[config.mk]
export PLATFORM = sky130hd
export DESIGN_NAME = dis_top
export DESIGN_NICKNAME = d
export VERILOG_FILES = /design/src/dis_pkg.sv /design/src/dis_top.sv
export VERILOG_INCLUDE_DIRS = /design/src /design/src/src
export SDC_FILE = /design/constraint.sdc
export NUM_CORES = 1
export LEC_CHECK = 0
export ABC_CLOCK_PERIOD_IN_PS = 2000
export BUFFER_PORTS_ARGS = -buffer_cell sky130_fd_sc_hd__buf_2
export CORE_UTILIZATION = 52
export DETAILED_ROUTE_END_ITERATION = 6
export PLACE_DENSITY = 0.73
export SYNTH_ARGS = -nofsm -noshare
export SYNTH_HDL_FRONTEND = slang
export SYNTH_SLANG_ARGS = --single-unit
[constraint.sdc]
create_clock -name clk_sys -period 2 [get_ports clk_sys]
set_input_delay 0.4 -clock clk_sys [delete_from_list [all_inputs] [get_ports clk_sys]]
set_output_delay 0.4 -clock clk_sys [all_outputs]
set_load 0.05 [all_outputs]
[src/dis_defs.svh]
/*
  constants of the device interrupt source block: command code, field
  positions, timing counts.
  assumes inclusion by bare name from the block's design files.
*/
`ifndef DIS_DEFS_SVH
`define DIS_DEFS_SVH

// ----------------------------------------------------------------------
// command and layout
// ----------------------------------------------------------------------
`define DIS_CMD_RD_FLAGS   8'hc0
`define DIS_FLAGS_W        32
`define DIS_FLAGS_RESET    32'h0000_0000
`define DIS_EP_LSB         10
`define DIS_EP_N           14
`define DIS_BIT_CTL_IN     9
`define DIS_BIT_CTL_OUT    8
`define DIS_BIT_SLEEP      7
`define DIS_BIT_SHORT_DONE 6
`define DIS_BIT_PSEUDO     5
`define DIS_BIT_SOF        4
`define DIS_BIT_DMA_DONE   3
`define DIS_BIT_SLEEP_IN   2
`define DIS_BIT_RESUME     1
`define DIS_BIT_BUS_RST    0

// ----------------------------------------------------------------------
// timing
// ----------------------------------------------------------------------
`define DIS_CLK_KHZ        40000
`define DIS_TICK_US        1000
`define DIS_TICK_CYC       ((`DIS_TICK_US * `DIS_CLK_KHZ) / 1000)
`define DIS_MISS_LIMIT     2'h3

`endif

[src/dis_pkg.sv]
/*
  types of the device interrupt source block.
  assumes nothing beyond a SystemVerilog compiler.
*/
`default_nettype none

package dis_pkg;
  typedef enum logic [1:0] {
    DIS_IDLE,
    DIS_LOW,
    DIS_HIGH
  } dis_rd_t;
endpackage : dis_pkg

`default_nettype wire

[src/dis_top.sv]
/*
  device interrupt source flags: latches endpoint, bus and dma events,
  tracks bus sleep, answers the flag read command with two 16-bit words.
  assumes command and read strobes are one-cycle pulses synchronous to
  clk_sys, and that event inputs are one-cycle pulses.
*/
`default_nettype none

`include "dis_defs.svh"

module dis_top
  import dis_pkg::*;
#(
  parameter int unsigned TICK_CYCLES = `DIS_TICK_CYC
) (
  input  wire logic        clk_sys,
  input  wire logic        arst_n,
  input  wire logic        cmd_stb,
  input  wire logic [7:0]  cmd_code,
  input  wire logic        rd_stb,
  output logic [15:0]      rd_data,
  output logic             rd_valid,
  input  wire logic [13:0] ep_evt,
  input  wire logic        ctl_in_evt,
  input  wire logic        ctl_out_evt,
  input  wire logic        short_done_evt,
  input  wire logic        dma_done_evt,
  input  wire logic        sof_evt,
  input  wire logic        resume_evt,
  input  wire logic        bus_rst_evt,
  input  wire logic [31:0] interrupt_enable_mask,
  output logic             irq
);

  // --------------------------------------------------------------------
  // frame timing
  // --------------------------------------------------------------------
  localparam int unsigned TW = $clog2(TICK_CYCLES + 1);

  logic [TW-1:0] tick_cnt_q;
  logic          pseudo_tick;
  logic [1:0]    miss_q;
  logic          sleep_q;
  logic          sleep_entry;

  // a real marker restarts the period so pseudo ticks only fill gaps
  assign pseudo_tick = (tick_cnt_q == TW'(TICK_CYCLES - 1)) && !sof_evt;

  always_ff @(posedge clk_sys or negedge arst_n) begin
    if (!arst_n) begin
      tick_cnt_q <= '0;
    end else if (sof_evt || pseudo_tick) begin
      tick_cnt_q <= '0;
    end else begin
      tick_cnt_q <= tick_cnt_q + TW'(1);
    end
  end

  always_ff @(posedge clk_sys or negedge arst_n) begin
    if (!arst_n) begin
      miss_q <= 2'h0;
    end else if (sof_evt || resume_evt || bus_rst_evt) begin
      miss_q <= 2'h0;
    end else if (pseudo_tick && miss_q != `DIS_MISS_LIMIT) begin
      miss_q <= miss_q + 2'h1;
    end
  end

  assign sleep_entry = pseudo_tick && !sleep_q &&
                       miss_q == `DIS_MISS_LIMIT - 2'h1 &&
                       !resume_evt && !bus_rst_evt;

  // a frame marker, resume or bus reset wakes the bus again; endpoint and dma events do not
  always_ff @(posedge clk_sys or negedge arst_n) begin
    if (!arst_n) begin
      sleep_q <= 1'b0;
    end else if (sof_evt || resume_evt || bus_rst_evt) begin
      sleep_q <= 1'b0;
    end else if (sleep_entry) begin
      sleep_q <= 1'b1;
    end
  end

  // --------------------------------------------------------------------
  // event flags
  // --------------------------------------------------------------------
  logic [31:0] set_vec;
  logic [31:0] flags_q;
  logic [31:0] snap_q;
  logic [31:0] view;
  logic        clr_now;

  genvar g;
  generate
    for (g = 0; g < `DIS_EP_N; g++) begin : g_ep
      assign set_vec[`DIS_EP_LSB + g] = ep_evt[g];
    end
  endgenerate

  assign set_vec[31:24] = 8'h00;
  assign set_vec[`DIS_BIT_CTL_IN]    = ctl_in_evt;
  assign set_vec[`DIS_BIT_CTL_OUT]   = ctl_out_evt;
  assign set_vec[`DIS_BIT_SLEEP]     = 1'b0;
  assign set_vec[`DIS_BIT_SHORT_DONE] = short_done_evt;
  assign set_vec[`DIS_BIT_PSEUDO]     = pseudo_tick;
  assign set_vec[`DIS_BIT_SOF]        = sof_evt;
  assign set_vec[`DIS_BIT_DMA_DONE]   = dma_done_evt;
  assign set_vec[`DIS_BIT_SLEEP_IN]  = sleep_entry;
  assign set_vec[`DIS_BIT_RESUME]    = resume_evt;
  assign set_vec[`DIS_BIT_BUS_RST]   = bus_rst_evt;

  // only flags the processor has seen are cleared; a set wins the race
  always_ff @(posedge clk_sys or negedge arst_n) begin
    if (!arst_n) begin
      flags_q <= `DIS_FLAGS_RESET;
    end else if (clr_now) begin
      flags_q <= (flags_q & ~snap_q) | set_vec;
    end else begin
      flags_q <= flags_q | set_vec;
    end
  end

  // live bus state sits beside the latched flags
  always_comb begin
    view = flags_q;
    view[`DIS_BIT_SLEEP] = sleep_q;
  end

  // --------------------------------------------------------------------
  // command read
  // --------------------------------------------------------------------
  dis_rd_t rd_q;

  assign clr_now = rd_stb && rd_q == DIS_HIGH && !cmd_stb;

  // any other command abandons a half read; flags then stay set
  always_ff @(posedge clk_sys or negedge arst_n) begin
    if (!arst_n) begin
      rd_q <= DIS_IDLE;
    end else if (cmd_stb) begin
      rd_q <= (cmd_code == `DIS_CMD_RD_FLAGS) ? DIS_LOW : DIS_IDLE;
    end else if (rd_stb) begin
      unique case (rd_q)
        DIS_IDLE: rd_q <= DIS_IDLE;
        DIS_LOW:  rd_q <= DIS_HIGH;
        DIS_HIGH: rd_q <= DIS_IDLE;
      endcase
    end
  end

  // the snapshot keeps both words coherent across the two reads
  always_ff @(posedge clk_sys or negedge arst_n) begin
    if (!arst_n) begin
      snap_q <= `DIS_FLAGS_RESET;
    end else if (cmd_stb && cmd_code == `DIS_CMD_RD_FLAGS) begin
      snap_q <= view;
    end
  end

  always_ff @(posedge clk_sys or negedge arst_n) begin
    if (!arst_n) begin
      rd_data  <= 16'h0000;
      rd_valid <= 1'b0;
    end else begin
      rd_valid <= rd_stb && !cmd_stb;
      if (rd_stb && !cmd_stb) begin
        unique case (rd_q)
          DIS_LOW:  rd_data <= snap_q[15:0];
          DIS_HIGH: rd_data <= snap_q[31:16];
          DIS_IDLE: rd_data <= 16'h0000;
        endcase
      end
    end
  end

  // --------------------------------------------------------------------
  // interrupt output
  // --------------------------------------------------------------------
  always_ff @(posedge clk_sys or negedge arst_n) begin
    if (!arst_n) begin
      irq <= 1'b0;
    end else begin
      irq <= |(flags_q & interrupt_enable_mask);
    end
  end
endmodule : dis_top

`default_nettype wire

* Yosys cells after proc, flatten, opt, wreduce, memory -nomap -nowiden *
Index checks and enable logic that the tools add are counted.

storage, ports and cells
  word-level logic and storage cells = 57
  register bits = 103

cells by class
  multiplexer cells = 11
  add/subtract/negate cells = 2
  reduce and logical (&&, ||, !) cells = 24
  bitwise gates (word level) = 5
  equality and inequality tests = 6

operators with widths
  cell                                                 number
  AND 32 bit                                           2
  OR 32 x 24 -> 32 bit                                 2
  one-hot mux 16 bit (3 select lines)                  1
  two-way mux 32 bit                                   1
  inverter 32 bit                                      1
  OR reduction 32 bit                                  1
  adder 16 x 1 -> 16 bit, second input constant        1
  equality test 16 bit, second input constant          1
  two-way mux 16 bit                                   1
  logical AND 1 bit                                    10
  equality test 8 bit, second input constant           1
  two-way mux 2 bit                                    4
  nonzero test 2 bit                                   3
  logical NOT 1 bit                                    5
  equality test 2 bit, second input constant           2
  one-hot mux 2 bit (2 select lines)                   1
  logical OR 1 bit                                     3
  two-way mux 1 bit                                    3
  adder 2 x 1 -> 2 bit, second input constant          1
  equality test 2 x 1 -> 1 bit, second input constant  1
  logical NOT 2 bit                                    1
  inequality test 2 bit, second input constant         1
  OR reduction 2 bit                                   1

* Logic depth before layout (Yosys ltp) *
Gate-level depths: netlist of run 1.

  depth in word-level cells = 8
  depth in mapped cells = 7
  gate-level depth less buffers = 5

* Least setup slack after synthesis of run 1 *
OpenSTA, ideal clock, no wires.

  path type = register to register
  start point = reg tick_cnt_q[9]
  end point = reg tick_cnt_q[10]
  library setup time = 119 ps
  slack = 187 ps
  arrival = 1694 ps
  cell stages (with the launch flop) = 7
  data required time = 1881 ps
  clock period less this slack = 1813 ps
  path through = dfrtp_1 or4b_4 nor4_4 or2_1 buf_6 buf_12 nor2_1

between the ends
  word-level cells in the longest chain between the ends = 4
  elaborated cells on any way between the ends = 5
  those cells by class = add/sub (1); eq/ne (1); mux (1); reduce/logical (2)

ends and longest elaborated chain
  element                                                         RTL line       RTL
  from (decl)                                                     dis_top.sv:40  logic [TW-1:0] tick_cnt_q;
  from (signal assigned)                                          dis_top.sv:55  tick_cnt_q <= tick_cnt_q + TW'(1);
  branches (longest 3 deep; another with adder 16 x 1 -> 16 bit)  -
  two-way mux 16 bit *                                            dis_top.sv:52  end else if (sof_evt || pseudo_tick) begin

Every way passes the cells marked *.
A chain may end at the register's enable or synchronous reset.

* Final worst setup path of run 1 *
  start point = reg tick_cnt_q[9]
  end point = reg tick_cnt_q[2]

between the ends
  word-level cells in the longest chain between the ends = 4

ends and longest elaborated chain
  element               RTL line       RTL
  equality test 16 bit  dis_top.sv:47  assign pseudo_tick = (tick_cnt_q == TW'(TICK_CYCLES - 1)) && !sof_evt;
  logical AND 1 bit     dis_top.sv:47
  logical OR 1 bit      dis_top.sv:52
  two-way mux 16 bit    dis_top.sv:52

Every way passes these cells.

==> impl_results.md, run 1 <==
- Critical Path RT: 2.24 ns
- Final Hold Fails: 0
- Register-to-Register Path Depth: 5
- Initial Utilization: 53.7%
- I/O pin count: 83
- Internal power: 0.00295 W
- CTS tree: built
- Crit-path max cell delay: 0.56 ns
- Final Instance Area: 0.00523 mm²
- Post-Syn Area per Cell: 11.0 µm²
- Clk pwr share: 37.5%
- Least-Margin Pin Slew: 0.508 ns
- Pwr dens: 724 mW/mm²
- Clk root buf: clkbuf_8
- Crit path buf inv count: 1
- Worst Clk Skew: 0.0138 ns
- Ys Warns: 0
- Static Leakage: 2.42 nW
- H-tree level count: 3
- M1 wire length: 4.25 mm
- Sequential area share after synthesis: 58.4%
- Yosys reg bits: 103
- Inserted Diodes: 0
- DRC: 0
- # fillers: 686
- Maximum clock path buffer count: 2
- Share of cells above drive strength 1: 29.0%
- Port Buffer Count: 82
- RSZ-0062 raised after global routing: false
- Vias per Instance: 5.45
- Max_slew headroom: 65.9%
- CP Max Fanout: 16
- Syn-to-layout area delta: 18.5%
- Post-placement cell area: 0.00500 mm²
- Final WL: 9.39 mm
- Cell Chain, Critical Path: or4b_4 > nor4_4 > or2_1 > buf_4 > nor2_1
- WL met2: 4.60 mm
- Gr ovfl total: 0
- Final core occ: 63.6%
- Period utilisation layout: 91.1%
- Endpoints failing setup: 0
- First-pass GRT wire length: 15.1 mm
- Startpoint types: flip-flop
- Critical Path Slowest Stage Cell: or4b_4
- CORE AREA: 0.00822 mm²
- Worst skew pair latency: 0.36 ns
- Initial antenna violation count: 0
- Detail Route Antenna Nets: 0
- Post-cts resize count: 0
- Status: complete, no violations
- Via count: 3257
- Die Area: 0.00886 mm²
- Top routing layer used: met4
- Clock sink count: 103
- Final Wtd Congestion: 0.893
- Estimated wirelength of the detail-placed design: 6.51 mm
- Worst hold path type: primary input to flip-flop
- Drt pass-1 iters: 4
- Sequential share of power: 56.9%
- Pins over their slew limit: 0
- Final min period: 1.82 ns
- Site Rows: 33
- Chip Height: 94.1 µm
- Power, Total: 0.00378 W
- Drt wl/cell: 15.7 µm
- Clock transition at the registers of the reported paths: 0.10 ns
- Crit end category: flip-flop
- VDD IR max: 384 µV
- Total negative slack: 0 ns
- Pin count of the biggest net entering global routing: 46
- Setup CP Type: flip-flop to flip-flop
- Area of the multi-input gates: 0.00173 mm²
- Layout Nets: 557
- WP depth: 5
- Number of CTS-inserted buffers: 9
- Initial drt markers: 129
- Wire length on met3: 379 µm
- Register cell area after layout: 0.00258 mm²
- Max-Cap Viols: 0
- Synth unique cells: 34
- Post-Syn Instances: 402
- Crit path max-delay family: simple AND/OR/NAND/NOR gates
- GRT Util Overall: 22.9%
- Crit path DAT: 2.06 ns
- Fmax: 0.549 GHz
- Die width: 94.1 µm
- Synth Net Count: 470
- Sw frac: 22.0%
- Switch Pwr: 0.000832 W
- Comb power frac: 5.6%
- Post-Syn Area: 0.00441 mm²
- Vias in the first global route: 3123
- Hold-critical path depth: 2
==> cell type report <==
cell class | instances | share of cell area (%)
Sequential cell | 103 | 49.3
Multi-Input combinational cell | 274 | 33.1
Timing Repair Buffer | 94 | 10.4
Clock buffer | 10 | 2.63
Tap cell | 105 | 2.51
Clock inverter | 5 | 1.58
Inverter | 7 | 0.503
==> logic make-up after synthesis <==
group | after synthesis | share of synthesized area (%)
adders and majority gates | 3 | 0.851
and+or+nand+nor | 140 | 14.5
DFF | 103 | 58.4
buffers and inverters | 25 | 2.72
AOI/OAI and AO/OA | 83 | 12.1
muxes | 35 | 8.85
xor gates and xnor gates | 13 | 2.58
==> layer usage <==
layer	GRT usage, %	up-vias
li1	-	1562
met1	30.8	1610
met2	37.5	73
met3	2.83	12
met4	9.62	0
met5	0	-
==> power by group through the flow <==
stage,registers [W],logic [W],clock network (W)
6_report,0.00215,0.000212,0.00142
5_1_grt,0.00216,0.000239,0.00153
4_1_cts,0.00215,0.000217,0.00145
3_5_place_dp,0.00219,0.000214,0
3_3_place_gp,0.00219,0.000210,0
2_1_floorplan,0.00219,0.0000772,0
==> placed cells by master (no fill, tap or decap), types with 10 or more instances in the layout <==
| cell type | synthesis | routed |
|---|---|---|
| a21o_1 | 20 | 20 |
| a21oi_1 | 17 | 17 |
| a22oi_1 | 16 | 16 |
| buf_2 | 2 | 81 |
| clkbuf_8 | 0 | 10 |
| dfrtp_1 | 103 | 103 |
| mux2_2 | 32 | 32 |
| nand2_1 | 66 | 66 |
| nor2_1 | 37 | 37 |
| o21ai_0 | 19 | 19 |
| xnor2_1 | 11 | 11 |
==> synth_stat cells <==
cell | number | area share [%]
or4b_1 | 1 | 0.23
nand2_1 | 66 | 5.6
a22oi_1 | 16 | 2.7
nor4bb_1 | 1 | 0.23
a21oi_1 | 17 | 1.9
nand3_1 | 6 | 0.68
or4_1 | 2 | 0.34
a21boi_0 | 9 | 1.5
buf_6 | 1 | 0.26
a22o_1 | 1 | 0.20
a21o_1 | 20 | 3.4
clkbuf_1 | 14 | 1.2
a41oi_1 | 1 | 0.20
nor4_1 | 4 | 0.57
mux2_2 | 32 | 8.2
mux2i_1 | 3 | 0.68
nor3b_1 | 1 | 0.17
nor2b_1 | 1 | 0.14
xnor2_1 | 11 | 2.2
xor2_1 | 2 | 0.40
ha_1 | 3 | 0.85
nand4_1 | 9 | 1.3
o21ai_0 | 19 | 2.2
nor3_1 | 5 | 0.57
dfrtp_1 | 103 | 58
or4b_4 | 1 | 0.31
or3_1 | 1 | 0.14
nand2b_1 | 3 | 0.43
nor4_4 | 1 | 0.48
buf_12 | 1 | 0.45
or2_1 | 1 | 0.14
buf_2 | 2 | 0.23
nor2_1 | 37 | 3.1
inv_1 | 7 | 0.60
==> timing repair <==
action                                 CTS  global route
buffers inserted                         0             0
hold buffers                             1             0
endpoints found under the hold margin   10             0
==> through the flow <==
stage          hold WS, ns  std cells  setup WS [ns]
2_1_floorplan        0.104        402          0.187
3_3_place_gp         0.258        582          0.250
3_5_place_dp         0.255        582          0.207
4_1_cts              0.192        598          0.189
5_1_grt              0.205        598         0.0936
6_report             0.210        598          0.178
==> path summary, 6_finish.rpt <==
check,from,endpoint,slack (ns)
max,tick_cnt_q[9],tick_cnt_q[2],0.18
min,ctl_out_evt,flags_q[8],0.21
max reg2reg,tick_cnt_q[9],tick_cnt_q[2],0.18
min reg2reg,snap_q[24],flags_q[24],0.48
max in group asynchronous,arst_n,tick_cnt_q[7],0.98
min in group asynchronous,arst_n,flags_q[11],0.41
==> registers in the layout (all words and copies together), names as in the netlist <==
signal	count
tick_cnt_q	16
rd_data	16
rd_q	2
rd_valid	1
miss_q	2
sleep_q	1
flags_q	32
snap_q	32
irq	1
(Power assumes the default switching activity.)
==> run 2, diff against run 1 <==
--- a/config.mk
+++ b/config.mk
@@ -7,7 +7,7 @@
 export NUM_CORES = 1
 export LEC_CHECK = 0
 export ABC_CLOCK_PERIOD_IN_PS = 2000
-export BUFFER_PORTS_ARGS = -buffer_cell sky130_fd_sc_hd__buf_2
+export BUFFER_PORTS_ARGS = -buffer_cell sky130_fd_sc_hd__buf_4
 export CORE_UTILIZATION = 52
 export DETAILED_ROUTE_END_ITERATION = 6
 export PLACE_DENSITY = 0.73
==> run 2 against run 1 <==
Effect of this change:
- sequential share of layout area fell by 1.3 points
- combinational power up 17%
- flip-flop and latch count stayed put
- final cell count is 0.17% higher
- clock-buffer cell count is 1 higher
- register-to-register slack better by 0.03 ns
- setup slack better by 0.026 ns
- largest cell class unchanged
==> impl_results.md, run 2 (same netlist as run 1, synthesis figures left out) <==
- Status: complete, no violations
- Die Area: 0.00886 mm² (unchanged)
- Pin count of the biggest net entering global routing: 43 (-6.5%)
- Port Buffer Count: 82 (unchanged)
- Initial drt markers: 132 (+2.3%)
- Gr ovfl total: 0 (unchanged)
- Pwr dens: 670 mW/mm² (-7.5%)
- CTS tree: built
- DRC: 0 (unchanged)
- Worst Clk Skew: 0.00889 ns (-0.00496 ns)
- Endpoints failing setup: 0 (unchanged)
- Register-to-Register Path Depth: 4 (-1)
- Final WL: 9.32 mm (-0.77%)
- Commonest non-fill, non-tap cell in the layout: dfrtp_1
- Pins over their slew limit: 0 (unchanged)
- Final Hold Fails: 0 (unchanged)
- Number of CTS-inserted buffers: 9 (unchanged)
- Clock sink count: 103 (unchanged)
- Crit path to: tick_cnt_q[15]
- First-pass GRT wire length: 15.4 mm (+1.8%)
- Final Wtd Congestion: 0.878 (-1.7%)
- Post-Layout Cell Count: 599 (+0.17%)
- VDD IR max: 314 µV (-18%)
- H-tree level count: 3 (unchanged)
- CORE AREA: 0.00822 mm² (unchanged)
- Critical Path RT: 2.28 ns (+0.04 ns)
- Internal power: 0.00277 W (-6.2%)
- CP Max Fanout: 6 (-10)
- Final min period: 1.80 ns (-0.0258 ns)
- Crit end category: flip-flop
- Sw frac: 23.0% (+1.0 points)
- Vias per Instance: 5.47 (+0.51%)
- Drt wl/cell: 15.6 µm (-0.93%)
- Clk root buf: clkbuf_8
- Vias in the first global route: 3236 (+3.6%)
- Startpoint types: flip-flop
- RSZ-0062 raised after global routing: false
- Initial Utilization: 53.7% (unchanged)
- Period utilisation layout: 89.8% (-1.3 points)
- Worst hold path type: primary input to asynchronous set/reset pin
- Site Rows: 33 (unchanged)
- Max-Cap Viols: 0 (unchanged)
- Share of cells above drive strength 1: 29.4% (+0.35 points)
- Worst setup path start: tick_cnt_q[7]
- Total negative slack: 0 ns (unchanged)
- Crit path DAT: 2.08 ns (+0.02 ns)
- Detail Route Antenna Nets: 0 (unchanged)
- Inserted Diodes: 0 (unchanged)
- Comb power frac: 6.9% (+1.3 points)
- Chip Height: 94.1 µm (unchanged)
- Worst skew pair latency: 0.36 ns (about the same)
- Largest registers: flags_q: 32 flops, snap_q: 32 flops
- Drt pass-1 iters: 4 (unchanged)
- Clk pwr share: 33.3% (-4.2 points)
- Least-Margin Pin Slew: 0.569 ns (+0.0611 ns)
- Switch Pwr: 0.000829 W (-0.41%)
- Static Leakage: 2.45 nW (+1.4%)
- Clock transition at the registers of the reported paths: 0.09 ns (about the same)
- Post-CTS Setup Inserts: 0 (unchanged)
- Reg2reg end: tick_cnt_q[15]
- I/O pin count: 83 (unchanged)
- Estimated wirelength of the detail-placed design: 6.65 mm (+2.1%)
- Initial antenna violation count: 0 (unchanged)
- Placed cell count: 584 (+0.34%)
- GRT Util Overall: 23.1% (+0.21 points)
- Post-cts resize count: 0 (unchanged)
- Reg2reg start: tick_cnt_q[7]
- Commonest cells after routing, fill and taps aside: dfrtp_1 (103), buf_4 (94), nand2_1 (66), nor2_1 (37), mux2_2 (32)
- Hold Buf Count CTS: 0 (-1)
- Layout Nets: 558 (+0.18%)
- Sequential share of power: 59.8% (+2.9 points)
- Fmax: 0.557 GHz (+1.4%)
- Maximum clock path buffer count: 2 (unchanged)
- Via count: 3279 (+0.68%)
- Syn-to-layout area delta: 21.8%
- Max_slew headroom: 62.0% (-3.8 points)
- Die width: 94.1 µm (unchanged)
- Reg2Reg Setup Slack: 0.20 ns (+0.03 ns)
- Setup CP Type: flip-flop to flip-flop
## run 2: power groups by stage
| stage | logic (W) | registers (W) | clock network [W] |
|---|---|---|---|
| floorplan | 0.0000772 | 0.00219 | 0 |
| global placement | 0.000247 | 0.00219 | 0 |
| detailed placement | 0.000252 | 0.00220 | 0 |
| CTS | 0.000252 | 0.00215 | 0.00122 |
| global route | 0.000272 | 0.00216 | 0.00131 |
| finish | 0.000248 | 0.00215 | 0.00120 |
## run 2: through the flow
step	util (%)	cell area [µm²]	setup WS, ns	hold slack [ns]	total power [W]
floorplan	-	4410	0.187	0.104	0.00227
global placement	63.2	5190	0.253	0.421	0.00244
detailed placement	63.2	5190	0.234	0.420	0.00245
CTS	65.4	5370	0.224	0.0211	0.00362
global route	65.4	5370	0.127	0.0420	0.00374
finish	65.4	5370	0.204	0.0125	0.00360
## run 2: worst min-delay path by stage
| stage | from | to | slack, ns |
|---|---|---|---|
| floorplan | arst_n | flags_q[0] | 0.10 |
| global placement | arst_n | rd_data[11] | 0.42 |
| detailed placement | arst_n | rd_data[11] | 0.42 |
| CTS | arst_n | rd_data[11] | 0.02 |
| global route | arst_n | rd_data[11] | 0.04 |
| finish | arst_n | rd_data[11] | 0.01 |
## run 2: critical path, cell delays in order (launching register included)
cell,delay (ns)
dfrtp_1,0.45
nand4_1,0.24
or4_1,0.57
or3_1,0.32
a21oi_1,0.15
## run 2: cell type report
type,count,area [µm²]
Sequential cell,103,2580
Timing Repair Buffer,95,726
Clock inverter,4,31.3
Tap cell,105,131
Multi-Input combinational cell,274,1730
Inverter,7,26.3
Clock buffer,11,151
Fill cell,646,2840
## run 2: routing by layer
layer  routed length [µm]  GRT usage [%]  up-vias
met5                    0              0        -
met4                  100           8.85        0
met3                  433           3.40        6
met2                 4550           37.4       85
met1                 4230           31.5     1624
li1                     -              -     1564
==> run 3, diff against run 2 <==
--- a/config.mk
+++ b/config.mk
@@ -10,6 +10,7 @@
 export BUFFER_PORTS_ARGS = -buffer_cell sky130_fd_sc_hd__buf_4
 export CORE_UTILIZATION = 52
 export DETAILED_ROUTE_END_ITERATION = 6
+export HOLD_SLACK_MARGIN = 0.06
 export PLACE_DENSITY = 0.73
 export SYNTH_ARGS = -nofsm -noshare
 export SYNTH_HDL_FRONTEND = slang
==> run 3 against run 2 <==
Effect of this change:
- final cell count is 0.17% higher
- sequential share of layout area shrank 0.089 points
- sequential power hardly changed
- critical endpoint unchanged
- setup slack got worse by 0.0074 ns
- total power fell by 0.15%
- worst hold slack gained 0.20 ns
- combinational power about the same
- largest cell class unchanged
==> impl_results.md, run 3 (same netlist as run 1, synthesis figures left out) <==
- Status: complete, no violations
- Max-Cap Viols: 0 (unchanged)
- Die Area: 0.00886 mm² (unchanged)
- Drt pass-1 iters: 4 (unchanged)
- Vias per Instance: 5.46 (-0.29%)
- Pwr dens: 668 mW/mm² (-0.33%)
- GRT Util Overall: 23.1% (about the same)
- Register-to-Register Path Depth: 4 (unchanged)
- Fmax: 0.554 GHz (-0.41%)
- Syn-to-layout area delta: 22.0%
- Die width: 94.1 µm (unchanged)
- Chip Height: 94.1 µm (unchanged)
- First-pass GRT wire length: 15.4 mm (+0.14%)
- Crit path DAT: 2.08 ns (about the same)
- Total negative slack: 0 ns (unchanged)
- Maximum clock path buffer count: 2 (unchanged)
- Clock transition at the registers of the reported paths: 0.09 ns (about the same)
- RSZ-0062 raised after global routing: false
- Clock sink count: 103 (unchanged)
- Commonest non-fill, non-tap cell in the layout: dfrtp_1
- CP Max Fanout: 6 (unchanged)
- Vias in the first global route: 3230 (-0.19%)
- Worst hold path type: primary input to flip-flop
- Setup CP Type: flip-flop to flip-flop
- Crit-path max cell delay: 0.58 ns (about the same)
- Largest registers: flags_q: 32 flops, snap_q: 32 flops
- Final Wtd Congestion: 0.878 (unchanged)
- Gr ovfl total: 0 (unchanged)
- I/O pin count: 83 (unchanged)
- Reg2Reg Setup Slack: 0.20 ns (about the same)
- Drt wl/cell: 15.4 µm (-0.84%)
- H-tree level count: 3 (unchanged)
- Final min period: 1.80 ns (+0.00736 ns)
- Number of CTS-inserted buffers: 9 (unchanged)
- Pins over their slew limit: 0 (unchanged)
- Clk root buf: clkbuf_8
- Reg2reg start: tick_cnt_q[7]
- Share of cells above drive strength 1: 29.3% (-0.059 points)
- Commonest cells after routing, fill and taps aside: dfrtp_1 (103), buf_4 (94), nand2_1 (66), nor2_1 (37), mux2_2 (32)
- Hold-critical path depth: 2
- Hold Crit Endpoint: flags_q[21]
- Inserted Diodes: 0 (unchanged)
- Estimated wirelength of the detail-placed design: 6.65 mm (unchanged)
- VDD IR max: 311 µV (-1.0%)
- Max_slew headroom: 62.9% (+0.87 points)
- Via count: 3275 (-0.12%)
- Period utilisation layout: 90.2% (+0.37 points)
- Startpoint types: flip-flop
- Crit end category: flip-flop
- Least-Margin Pin Slew: 0.556 ns (-0.0131 ns)
- Static Leakage: 2.46 nW (+0.17%)
- DRC: 0 (unchanged)
- HP Start: ep_evt[11]
- CTS tree: built
- Final Hold Fails: 0 (unchanged)
- Endpoints failing setup: 0 (unchanged)
- Cell Chain, Critical Path: nand4_1 > or4_1 > or3_1 > a21oi_1
- Post-cts resize count: 0 (unchanged)
- Pin count of the biggest net entering global routing: 43 (unchanged)
- Port Buffer Count: 82 (unchanged)
- Layout Nets: 559 (+0.18%)
- Critical Path RT: 2.28 ns (about the same)
- Worst skew pair latency: 0.36 ns (about the same)
- Power, Total: 0.00359 W (-0.15%)
- Reg2reg end: tick_cnt_q[15]
- CORE AREA: 0.00822 mm² (unchanged)
- Worst Clk Skew: 0.00862 ns (-0.000270 ns)
- Initial Utilization: 53.7% (unchanged)
- Site Rows: 33 (unchanged)
- Detail Route Antenna Nets: 0 (unchanged)
- Initial drt markers: 109 (-17%)
- Initial antenna violation count: 0 (unchanged)
- Final WL: 9.26 mm (-0.68%)
- Critical Path Slowest Stage Cell: or4_1
## run 3: how the worst max path moves through the flow
stage / slack (ns) / startpoint / end
after floorplan: 0.19 / tick_cnt_q[9] / tick_cnt_q[10]
after global placement: 0.25 / tick_cnt_q[9] / tick_cnt_q[13]
after detailed placement: 0.23 / tick_cnt_q[9] / tick_cnt_q[12]
after CTS: 0.22 / tick_cnt_q[9] / tick_cnt_q[8]
after global routing: 0.13 / tick_cnt_q[8] / tick_cnt_q[8]
final: 0.20 / tick_cnt_q[7] / tick_cnt_q[15]
## run 3: repair_timing
item / in CTS / in global routing
buffers inserted: 0 / 0
hold buffers: 1 / 0
endpoints found under the hold margin: 39 / 0
## run 3: worst max-delay path: cells and delay by family (launching register included)
| family | cells | cell delay [ns] |
|---|---|---|
| flops | 1 | 0.45 |
| simple gates | 3 | 1.14 |
| compound gates | 1 | 0.15 |
## run 3: layer usage
layer	routed length, µm	vias to the layer above	track usage (%)
li1	-	1568	-
met1	4200	1618	31.6
met2	4520	80	37.3
met3	414	9	3.40
met4	115	0	8.85
met5	0	-	0
## run 3: cell type report
cell class / instances / area, µm²
clock buffer: 11 / 151
fill: 645 / 2830
timing repair buffer: 96 / 736
tap: 105 / 131
sequential: 103 / 2580
multi-input combinational: 274 / 1730
clock inverter: 4 / 31.3
inverter: 7 / 26.3
## run 3: per-stage QoR
step	utilization (%)	area, µm²	hold WS (ns)	std cells	setup slack, ns
2_1_floorplan	-	4410	0.104	402	0.187
3_3_place_gp	63.2	5190	0.421	584	0.253
3_5_place_dp	63.2	5190	0.420	584	0.234
4_1_cts	65.5	5380	0.193	600	0.224
5_1_grt	65.5	5380	0.197	600	0.127
6_report	65.5	5380	0.211	600	0.196
## run 3: report_power, final
| group | leakage (nW) | switching (W) | internal [W] |
|---|---|---|---|
| combinational | 1.06 | 0.000113 | 0.000136 |
| clock | 0.0836 | 0.000676 | 0.000516 |
| sequential | 1.31 | 0.0000330 | 0.00212 |
